$ cat src/sdb_params.svh
`ifndef SDB_PARAMS_SVH
`define SDB_PARAMS_SVH

// bit positions inside the debug status/control byte
`define SDB_BIT_BG_ENABLE   7
`define SDB_BIT_BG_ACTIVE   6
`define SDB_BIT_BKPT_EN     5
`define SDB_BIT_FORCE_SEL   4
`define SDB_BIT_CLK_SEL     3
`define SDB_BIT_WS_STATUS   2
`define SDB_BIT_WS_FAILURE  1
`define SDB_BIT_DV_FAILURE  0

// decoded serial debug command codes
`define SDB_CMD_NONE        3'h0
`define SDB_CMD_STATUS      3'h1
`define SDB_CMD_CONTROL     3'h2
`define SDB_CMD_MFETCH      3'h3
`define SDB_CMD_MLOAD       3'h4
`define SDB_CMD_HALT        3'h5
`define SDB_CMD_RESUME      3'h6
`define SDB_CMD_MEMACC      3'h7

// reset values
`define SDB_CTL_RESET       1'b0
`define SDB_ADDR_RESET      16'h0000
`define SDB_RSP_RESET       16'h0000

`endif

$ cat src/sdb_pkg.sv
package sdb_pkg;

    // 16-bit address or answer word
    typedef logic [15:0] sdb_word_type;
    // decoded command code
    typedef logic [2:0]  sdb_cmd_type;

    // cpu mode as seen by the debug controller
    typedef enum logic {
        SDB_RUN,
        SDB_HALTED
    } sdb_mode_type;

    // whole state of the status/control top
    typedef struct packed {
        sdb_mode_type mode;
        logic         bg_active;
        logic         bg_enable;
        logic         bkpt_en;
        logic         force_sel;
        logic         clk_sel;
        logic         ws_latch;
        logic         ws_status;
        logic         rsp_valid;
        sdb_word_type rsp_data;
        logic         mem_grant;
        logic         mem_fail;
        logic         soft_req;
    } sdb_ctrl_state_type;

    // breakpoint register and registered hits
    typedef struct packed {
        sdb_word_type match_addr;
        logic         tag_hit;
        logic         force_hit;
    } sdb_bkpt_state_type;

    // one sticky flag
    typedef struct packed {
        logic q;
    } sdb_flag_state_type;

endpackage

$ cat src/sdb_status_ctrl.sv
// Operation
// - background enable stays set until reset
// - enable clear refuses halt, other commands work
// - background active bit read-only, shows halt
// - breakpoint disabled ignores select and address
// - force match halts at next instruction boundary
// - tag match marks opcode, halts at queue end
// - clock select resets to alternate source
// - wait stop status during or after wait
// - halt command wakes cpu from wait/stop
// - failed memory access during wait sets failure
// - data valid failure always reads zero
// - status byte only via query and store
// - 16-bit match address via dedicated commands
// - store ignores the four status bits
// - enable write blocked while halted
`timescale 1ns/1ns
`default_nettype none
`include "sdb_params.svh"

module sdb_status_ctrl (
    // clock and reset
    input  wire logic              CLK,
    input  wire logic              RESETN,
    // decoded serial commands
    input  wire logic              CMD_VALID,
    input  wire sdb_pkg::sdb_cmd_type  CMD_CODE,
    input  wire sdb_pkg::sdb_word_type CMD_DATA,
    // command answers
    output logic                   RSP_VALID,
    output sdb_pkg::sdb_word_type  RSP_DATA,
    output logic                   MEM_GRANT,
    output logic                   MEM_FAIL,
    // cpu bus and mode
    input  wire sdb_pkg::sdb_word_type CPU_ADDR,
    input  wire logic              CPU_BUS_VALID,
    input  wire logic              CPU_OPFETCH,
    input  wire logic              CPU_BOUNDARY,
    input  wire logic              CPU_TAG_AT_END,
    input  wire logic              CPU_WAIT_STOP,
    input  wire logic              CPU_WS_EXEC,
    // controls toward cpu and link
    output logic                   CPU_HALT,
    output logic                   TAG_MARK,
    output logic                   SOFT_INT_REQ,
    output logic                   COMM_CLK_SEL
);
    import sdb_pkg::*;

    // true when a valid command of the given code is present
    function automatic logic is_cmd(input logic valid,
                                    input sdb_cmd_type code,
                                    input sdb_cmd_type want);
        is_cmd = valid && (code == want);
    endfunction

    sdb_ctrl_state_type st_q;       // registered state
    sdb_ctrl_state_type st_d;       // next state
    logic               c_status;   // status query this cycle
    logic               c_control;  // control store this cycle
    logic               c_mfetch;   // match fetch this cycle
    logic               c_mload;    // match load this cycle
    logic               c_halt;     // halt command this cycle
    logic               c_resume;   // resume command this cycle
    logic               c_memacc;   // memory access command
    logic               ws_cond;    // cpu in or entering wait/stop
    logic               force_take; // pending force meets boundary
    logic               brk_event;  // any breakpoint halt request
    logic               mem_bad;    // memory access collides
    logic [15:0]        match_addr; // stored breakpoint address
    logic               tag_hit;    // registered tag match
    logic               force_hit;  // registered force match
    logic               fpend_q;    // force waiting for boundary
    logic               wsf_q;      // wait/stop failure flag
    logic [7:0]         status_b;   // byte returned by a query

    // command decode, only dedicated commands reach the registers
    assign c_status  = is_cmd(CMD_VALID, CMD_CODE, `SDB_CMD_STATUS);
    assign c_control = is_cmd(CMD_VALID, CMD_CODE, `SDB_CMD_CONTROL);
    assign c_mfetch  = is_cmd(CMD_VALID, CMD_CODE, `SDB_CMD_MFETCH);
    assign c_mload   = is_cmd(CMD_VALID, CMD_CODE, `SDB_CMD_MLOAD);
    assign c_halt    = is_cmd(CMD_VALID, CMD_CODE, `SDB_CMD_HALT);
    assign c_resume  = is_cmd(CMD_VALID, CMD_CODE, `SDB_CMD_RESUME);
    assign c_memacc  = is_cmd(CMD_VALID, CMD_CODE, `SDB_CMD_MEMACC);

    // wait/stop seen now or an instruction about to enter it
    assign ws_cond = CPU_WAIT_STOP || CPU_WS_EXEC;

    // halted cpu runs no wait/stop, so accesses cannot collide
    assign mem_bad = c_memacc && ws_cond && (st_q.mode == SDB_RUN);

    // force halt waits for the next instruction boundary
    assign force_take = fpend_q && CPU_BOUNDARY && st_q.bkpt_en;

    // tagged opcode at queue end or force boundary
    assign brk_event = force_take || (CPU_TAG_AT_END && st_q.bkpt_en);

    // status byte, data valid failure hard wired low
    always_comb begin
        status_b = 8'h00;
        status_b[`SDB_BIT_BG_ENABLE]  = st_q.bg_enable;
        status_b[`SDB_BIT_BG_ACTIVE]  = st_q.bg_active;
        status_b[`SDB_BIT_BKPT_EN]    = st_q.bkpt_en;
        status_b[`SDB_BIT_FORCE_SEL]  = st_q.force_sel;
        status_b[`SDB_BIT_CLK_SEL]    = st_q.clk_sel;
        status_b[`SDB_BIT_WS_STATUS]  = st_q.ws_status;
        status_b[`SDB_BIT_WS_FAILURE] = wsf_q;
        status_b[`SDB_BIT_DV_FAILURE] = 1'b0;
    end

    // breakpoint register and comparator
    sdb_bkpt u_bkpt (
        .clk        (CLK),
        .resetn     (RESETN),
        .load       (c_mload),
        .load_data  (CMD_DATA),
        .addr       (CPU_ADDR),
        .bus_valid  (CPU_BUS_VALID),
        .op_fetch   (CPU_OPFETCH),
        .tag_en     (st_q.bkpt_en && !st_q.force_sel),
        .force_en   (st_q.bkpt_en && st_q.force_sel),
        .match_addr (match_addr),
        .tag_hit    (tag_hit),
        .force_hit  (force_hit)
    );

    // force match held until the boundary, dropped when disabled
    sdb_flag u_fpend (
        .clk    (CLK),
        .resetn (RESETN),
        .set    (force_hit),
        .clr    (force_take || !st_q.bkpt_en),
        .q      (fpend_q)
    );

    // failure sticks until an access goes through cleanly
    sdb_flag u_wsf (
        .clk    (CLK),
        .resetn (RESETN),
        .set    (mem_bad),
        .clr    (c_memacc && !mem_bad),
        .q      (wsf_q)
    );

    // next-state logic for modes, control byte and answers
    always_comb begin
        st_d = st_q;
        // one-cycle answers fall back each cycle
        st_d.rsp_valid = 1'b0;
        st_d.mem_grant = 1'b0;
        st_d.mem_fail  = 1'b0;
        st_d.soft_req  = 1'b0;

        // control store, status bits are never taken from data
        if (c_control) begin
            // enable may only rise, and not while halted
            if ((st_q.mode == SDB_RUN) && CMD_DATA[`SDB_BIT_BG_ENABLE]) begin
                st_d.bg_enable = 1'b1;
            end
            st_d.bkpt_en   = CMD_DATA[`SDB_BIT_BKPT_EN];
            st_d.force_sel = CMD_DATA[`SDB_BIT_FORCE_SEL];
            st_d.clk_sel   = CMD_DATA[`SDB_BIT_CLK_SEL];
        end

        // answers to status query and match fetch
        if (c_status) begin
            st_d.rsp_valid = 1'b1;
            st_d.rsp_data  = {8'h00, status_b};
        end else if (c_mfetch) begin
            st_d.rsp_valid = 1'b1;
            st_d.rsp_data  = match_addr;
        end

        // memory access outcome, non-intrusive so always tried
        if (c_memacc) begin
            st_d.mem_fail  = mem_bad;
            st_d.mem_grant = !mem_bad;
        end

        // halted-mode sequencing
        case (st_q.mode)
            SDB_RUN: begin
                if (st_q.bg_enable && (c_halt || brk_event)) begin
                    // halt command also pulls cpu out of wait/stop
                    st_d.mode     = SDB_HALTED;
                    st_d.ws_latch = c_halt && CPU_WAIT_STOP;
                end else if (brk_event) begin
                    // not permitted, cpu takes a software interrupt
                    st_d.soft_req = 1'b1;
                end
            end
            SDB_HALTED: begin
                if (c_resume) begin
                    st_d.mode     = SDB_RUN;
                    st_d.ws_latch = 1'b0;
                end
            end
            default: begin
                st_d.mode = SDB_RUN;
            end
        endcase

        // output copies of the next mode and wait/stop status
        st_d.bg_active = (st_d.mode == SDB_HALTED);
        st_d.ws_status = ((st_d.mode == SDB_RUN) && CPU_WAIT_STOP)
                         || st_d.ws_latch;
    end

    // synchronous active-low reset; clears the enable too
    always_ff @(posedge CLK) begin
        if (!RESETN) begin
            st_q.mode      <= SDB_RUN;
            st_q.bg_active <= 1'b0;
            st_q.bg_enable <= `SDB_CTL_RESET;
            st_q.bkpt_en   <= `SDB_CTL_RESET;
            st_q.force_sel <= `SDB_CTL_RESET;
            st_q.clk_sel   <= `SDB_CTL_RESET;
            st_q.ws_latch  <= 1'b0;
            st_q.ws_status <= 1'b0;
            st_q.rsp_valid <= 1'b0;
            st_q.rsp_data  <= `SDB_RSP_RESET;
            st_q.mem_grant <= 1'b0;
            st_q.mem_fail  <= 1'b0;
            st_q.soft_req  <= 1'b0;
        end else begin
            st_q <= st_d;
        end
    end

    // every output straight from a flip-flop
    assign RSP_VALID    = st_q.rsp_valid;
    assign RSP_DATA     = st_q.rsp_data;
    assign MEM_GRANT    = st_q.mem_grant;
    assign MEM_FAIL     = st_q.mem_fail;
    assign CPU_HALT     = st_q.bg_active;
    assign TAG_MARK     = tag_hit;
    assign SOFT_INT_REQ = st_q.soft_req;
    assign COMM_CLK_SEL = st_q.clk_sel;
endmodule

`default_nettype wire

$ cat src/sdb_flag.sv
`timescale 1ns/1ns
`default_nettype none

module sdb_flag (
    // clock and reset
    input  wire logic clk,
    input  wire logic resetn,
    // set and clear events
    input  wire logic set,
    input  wire logic clr,
    // flag value
    output logic      q
);
    import sdb_pkg::*;

    sdb_flag_state_type st_q;   // registered flag
    sdb_flag_state_type st_d;   // next flag

    // set beats clear so an event in the clearing cycle survives
    always_comb begin
        st_d = st_q;
        if (set) begin
            st_d.q = 1'b1;
        end else if (clr) begin
            st_d.q = 1'b0;
        end
    end

    // synchronous active-low reset
    always_ff @(posedge clk) begin
        if (!resetn) begin
            st_q <= '0;
        end else begin
            st_q <= st_d;
        end
    end

    assign q = st_q.q;

endmodule

`default_nettype wire

$ cat src/sdb_bkpt.sv
`timescale 1ns/1ns
`default_nettype none
`include "sdb_params.svh"

module sdb_bkpt (
    // clock and reset
    input  wire logic         clk,
    input  wire logic         resetn,
    // match load from the serial side
    input  wire logic         load,
    input  wire logic [15:0]  load_data,
    // cpu bus
    input  wire logic [15:0]  addr,
    input  wire logic         bus_valid,
    input  wire logic         op_fetch,
    // qualifiers from the control byte
    input  wire logic         tag_en,
    input  wire logic         force_en,
    // results
    output logic [15:0]       match_addr,
    output logic              tag_hit,
    output logic              force_hit
);
    import sdb_pkg::*;

    sdb_bkpt_state_type st_q;   // registered state
    sdb_bkpt_state_type st_d;   // next state
    logic               hit;    // compare against stored address

    // compare uses the stored value, a load lands one cycle later
    always_comb begin
        st_d = st_q;
        hit = (addr == st_q.match_addr);
        if (load) begin
            st_d.match_addr = load_data;
        end
        // tag only on opcode fetches
        st_d.tag_hit = tag_en && op_fetch && hit;
        // force on any valid bus cycle, opcode or not
        st_d.force_hit = force_en && bus_valid && hit;
    end

    // synchronous active-low reset
    always_ff @(posedge clk) begin
        if (!resetn) begin
            st_q.match_addr <= `SDB_ADDR_RESET;
            st_q.tag_hit    <= 1'b0;
            st_q.force_hit  <= 1'b0;
        end else begin
            st_q <= st_d;
        end
    end

    assign match_addr = st_q.match_addr;
    assign tag_hit    = st_q.tag_hit;
    assign force_hit  = st_q.force_hit;

endmodule

`default_nettype wire

$ cat config.mk
export PLATFORM = sky130hd
export DESIGN_NAME = sdb_status_ctrl
export DESIGN_NICKNAME = d
export VERILOG_FILES = /design/src/sdb_pkg.sv /design/src/sdb_status_ctrl.sv /design/src/sdb_flag.sv /design/src/sdb_bkpt.sv
export VERILOG_INCLUDE_DIRS = /design/src /design/src/src
export SDC_FILE = /design/constraint.sdc
export NUM_CORES = 1
export LEC_CHECK = 0
export ABC_AREA = 1
export BUFFER_PORTS_ARGS = -buffer_cell sky130_fd_sc_hd__clkbuf_2
export CORE_ASPECT_RATIO = 1.4
export CORE_MARGIN = 4
export CORE_UTILIZATION = 30
export CTS_CLUSTER_SIZE = 12
export DETAILED_ROUTE_END_ITERATION = 6
export GPL_TIMING_DRIVEN = 0
export HOLD_SLACK_MARGIN = 0.1
export PLACE_DENSITY_LB_ADDON = 0.08
export SYNTH_ARGS = -nofsm -noshare
export SYNTH_HDL_FRONTEND = slang
export SYNTH_SLANG_ARGS = --single-unit
$ cat constraint.sdc
create_clock -name CLK -period 1.48 [get_ports CLK]
set_input_delay 0.296 -clock CLK [delete_from_list [all_inputs] [get_ports CLK]]
set_output_delay 0.296 -clock CLK [all_outputs]
set_load 0.05 [all_outputs]
==> impl_results.md <==
- Max incr delay on CP: around 460 ps
- Setup CP Type: reg2out
- Area Overhead vs Synth: 24.9%
- Cell internal pwr: between 0.0015 and 0.002 W
- Cell area power density: 903 nW/um^2
- # IOs: 67
- Total Power: 0.00249 W
- Detail Placement HPWL: roughly 4600 um
- Number of vias per cell: between 4 and 5
- Initial antenna violation count: 0
- Sw Ratio: 26.0%
- # fillers: about 770
- First-iteration detailed-routing DRC count: approximately 50
- Placer congestion estimate: 0.831
- Pin count of the biggest net entering global routing: 14
- Worst slew pin tran: about 460 ps
- Post-route DRC: 0
- Max VDD drop: ~0.47 mV
- Die W: about 80 um
- CTS tree: built
- Max_cap viols: 0
- Later-pin clock latency in the skew report: 300 ps
- Worst Path Max Fanout: 6
- Initial Utilization: a little under a third
- GR Util All Layers: between 10% and 20%
- Max frequency: about 730 MHz
- R2R Path Start: u_bkpt.match_addr[13]$_SDFFE_PN0P_
- Buffers added on ports: 66
- Syn_nets: 371
- Leakage: between 1 and 1.5 nW
- Die span in y: 109 um
- Hold violation total from the final report: 0
- CP max-delay cell: dfxtp_1
- Worst Hold Class: in2reg
- Post-synthesis sequential area ratio: between 40% and 50%
- Resized Gates After CTS: 0
- Hold path start: CPU_BUS_VALID
- R2R depth: 8
- First-pass GRT wire length: between 9000 and 10000 um
- Synthesized area: about 2200 um^2
- Worst Hold Path EP: u_bkpt.force_hit$_SDFF_PN0_
- Clk pwr share: about a third
- CP Capture Type: primary output
- Num CTS Buffers: 5
- Final setup viols: 0
- Register share of total power: a little over half
- Cell Rows: 36
- Via count: between 2000 and 2500
- Hold-fix buffers at CTS: 0
- RSZ-0062 raised after global routing: false
- Status: completed
- Post-Route Skew: between 7 and 8 ps
- CP Cell Sequence: clkbuf_2
- First-pass DRT Iterations: 4
- Multi-input gate area: between 900 and 1000 um^2
- Cells after DPL: roughly 490
- Critical path origin: CPU_HALT$_SDFF_PN0_
- Final min period: 1380 ps
- Longest Clk Path Bufs: 2
- Critical path arrival: 1080 ps
- R2r endpoint: u_bkpt.tag_hit$_SDFF_PN0_
- Final WL: ~6000 um
- Reg clk slew, reported paths: ~90 ps
- Final Slew Violations: 0
- Switch Pwr: about 0.00065 W
- Root Buffer: clkbuf_8
- N_diodes: 0
- Max_slew headroom: a little under 70%
- Buf/Inv on CP: 1
- Share of cells above drive strength 1: roughly a quarter
- Logic gate share of total power: between 10 and 15%
- Worst Hold Depth: 3
- FF-to-FF setup slack: 320 ps
- Grt ovf: 0
- Drt wl/cell: between 10 and 15 um
- Synth warnings: 0
- Core Region: between 7000 and 8000 um^2
- Finished Layout Cells: between 400 and 500
- Setup TNS: 0 ps
- Mean post-synth cell area: a little under 7 um^2
- Synth top area share: between 40% and 50%
- FF+latch area: approximately 940 um^2
- Antenna-violating nets left: 0
- Cells taking the most area after synthesis: dfxtp_1, nand2_1, inv_1
- Worst setup SP type: flip-flop
- Final nets: between 400 and 500
- Post-synthesis cell type count: 21
- Die area: 8810 um^2
- CP required: between 1000 and 1500 ps
- Crit-path leading delay family: flip-flops
- Yosys top cell by area: dfxtp_1
- Synthesized instance count: around 330
- Clock sinks: 47
- Vias in the first global route: approximately 1900
- Post-CTS Setup Bufs: 0
- Final worst path period share: 93.1%
- FF+latch count, synth: 47
- H-tree levels: 2
[sequential cells by signal (all words and copies together) (netlist names)]
name and cells:
MEM_FAIL 1, u_wsf.q 1, RSP_VALID 1, u_fpend.q 1, st_q 5, CPU_HALT 1, SOFT_INT_REQ 1, u_bkpt.match_addr 16
COMM_CLK_SEL 1, RSP_DATA 16, u_bkpt.tag_hit 1, MEM_GRANT 1, u_bkpt.force_hit 1
[worst max-delay path by stage]
stage,endpoint,slack [ps],depth (start not counted)
after floorplan,u_wsf.q$_SDFFE_PN0P_,260,3
after global placement,RSP_DATA[10]$_SDFFE_PP0N_,170,8
after detailed placement,RSP_DATA[11]$_SDFFE_PP0N_,160,8
after CTS,CPU_HALT,100,1
after global routing,CPU_HALT,60,1
final,CPU_HALT,100,1
[tightest hold or removal path: cells and delay by family]
| family | cells | cell delay, ps |
|---|---|---|
| buffers and inverters | 1 | 80 |
| and+or+nand+nor | 2 | 110 |
[routing by layer]
metal	track usage, %	vias up	share of wire, %
met1	16.9	941	45
met4	4.11	0	1.3
li1	-	1141	-
met5	0	-	0
met3	2.79	5	5.8
met2	23.8	58	48
[final cells by class]
class | instances | area share [%]
Sequential cell | 47 | 34.2
Inverter | 52 | 7.08
Timing Repair Buffer | 66 | 12.0
Buffer | 24 | 6.13
Multi-Input combinational cell | 204 | 32.7
Tap cell | 95 | 4.31
Clock buffer | 8 | 3.63
[power by group through the flow]
stage	Combinational (W)	Clock [W]	Sequential, W
floorplan	0.000188	0	0.00135
global placement	0.000313	0	0.00135
detailed placement	0.000315	0	0.00135
CTS	0.000316	0.000884	0.00132
global route	0.000351	0.000926	0.00132
finish	0.000310	0.000862	0.00132
[Yosys cell counts]
| library cell | count |
|---|---|
| nand2_1 | 99 |
| inv_1 | 51 |
| dfxtp_1 | 47 |
| a21oi_1 | 27 |
| o21ai_0 | 26 |
| nor2_1 | 23 |
| buf_4 | 16 |
| nand3_1 | 14 |
| o21ai_1 | 4 |
| a31oi_1 | 3 |
| buf_2 | 3 |
| clkbuf_1 | 3 |
| buf_6 | 2 |
| nor2_2 | 2 |
| inv_2 | 1 |
| nand2_2 | 1 |
| nand4_1 | 1 |
| nor2_4 | 1 |
| nor2_8 | 1 |
| nor4_1 | 1 |
| o22ai_1 | 1 |
[layout by cell type (no fill, tap or decap), types with 2 or more instances in the layout]
cell type	synthesis	routed
nand2_1	99	99
clkbuf_2	0	66
inv_1	51	51
dfxtp_1	47	47
a21oi_1	27	27
o21ai_0	26	26
nor2_1	23	23
buf_4	16	16
nand3_1	14	14
clkbuf_8	0	7
clkbuf_1	3	4
o21ai_1	4	4
buf_2	3	3
a31oi_1	3	3
nor2_2	2	2
buf_6	2	2
[through the flow]
step	worst slack (ps)	utilization (%)	hold slack, ps	cell area, um^2
2_1_floorplan	256	-	413	2210
3_3_place_gp	166	37.5	447	2660
3_5_place_dp	162	37.5	461	2660
4_1_cts	103	39.0	216	2760
5_1_grt	58.5	39.0	231	2760
6_report	102	39.0	221	2760
[cells by family (layout without fill, tap and decap cells)]
kind of cell           Yosys count  count (layout)  share of synthesized area (%)
AND/OR/NAND/NOR                143             143                           26.8
buffers and inverters           76             150                           16.5
AO/OA/AOI/OAI                   61              61                           14.1
flip-flops                      47              47                           42.7
Note: power is estimated with default switching activity, not from simulation.
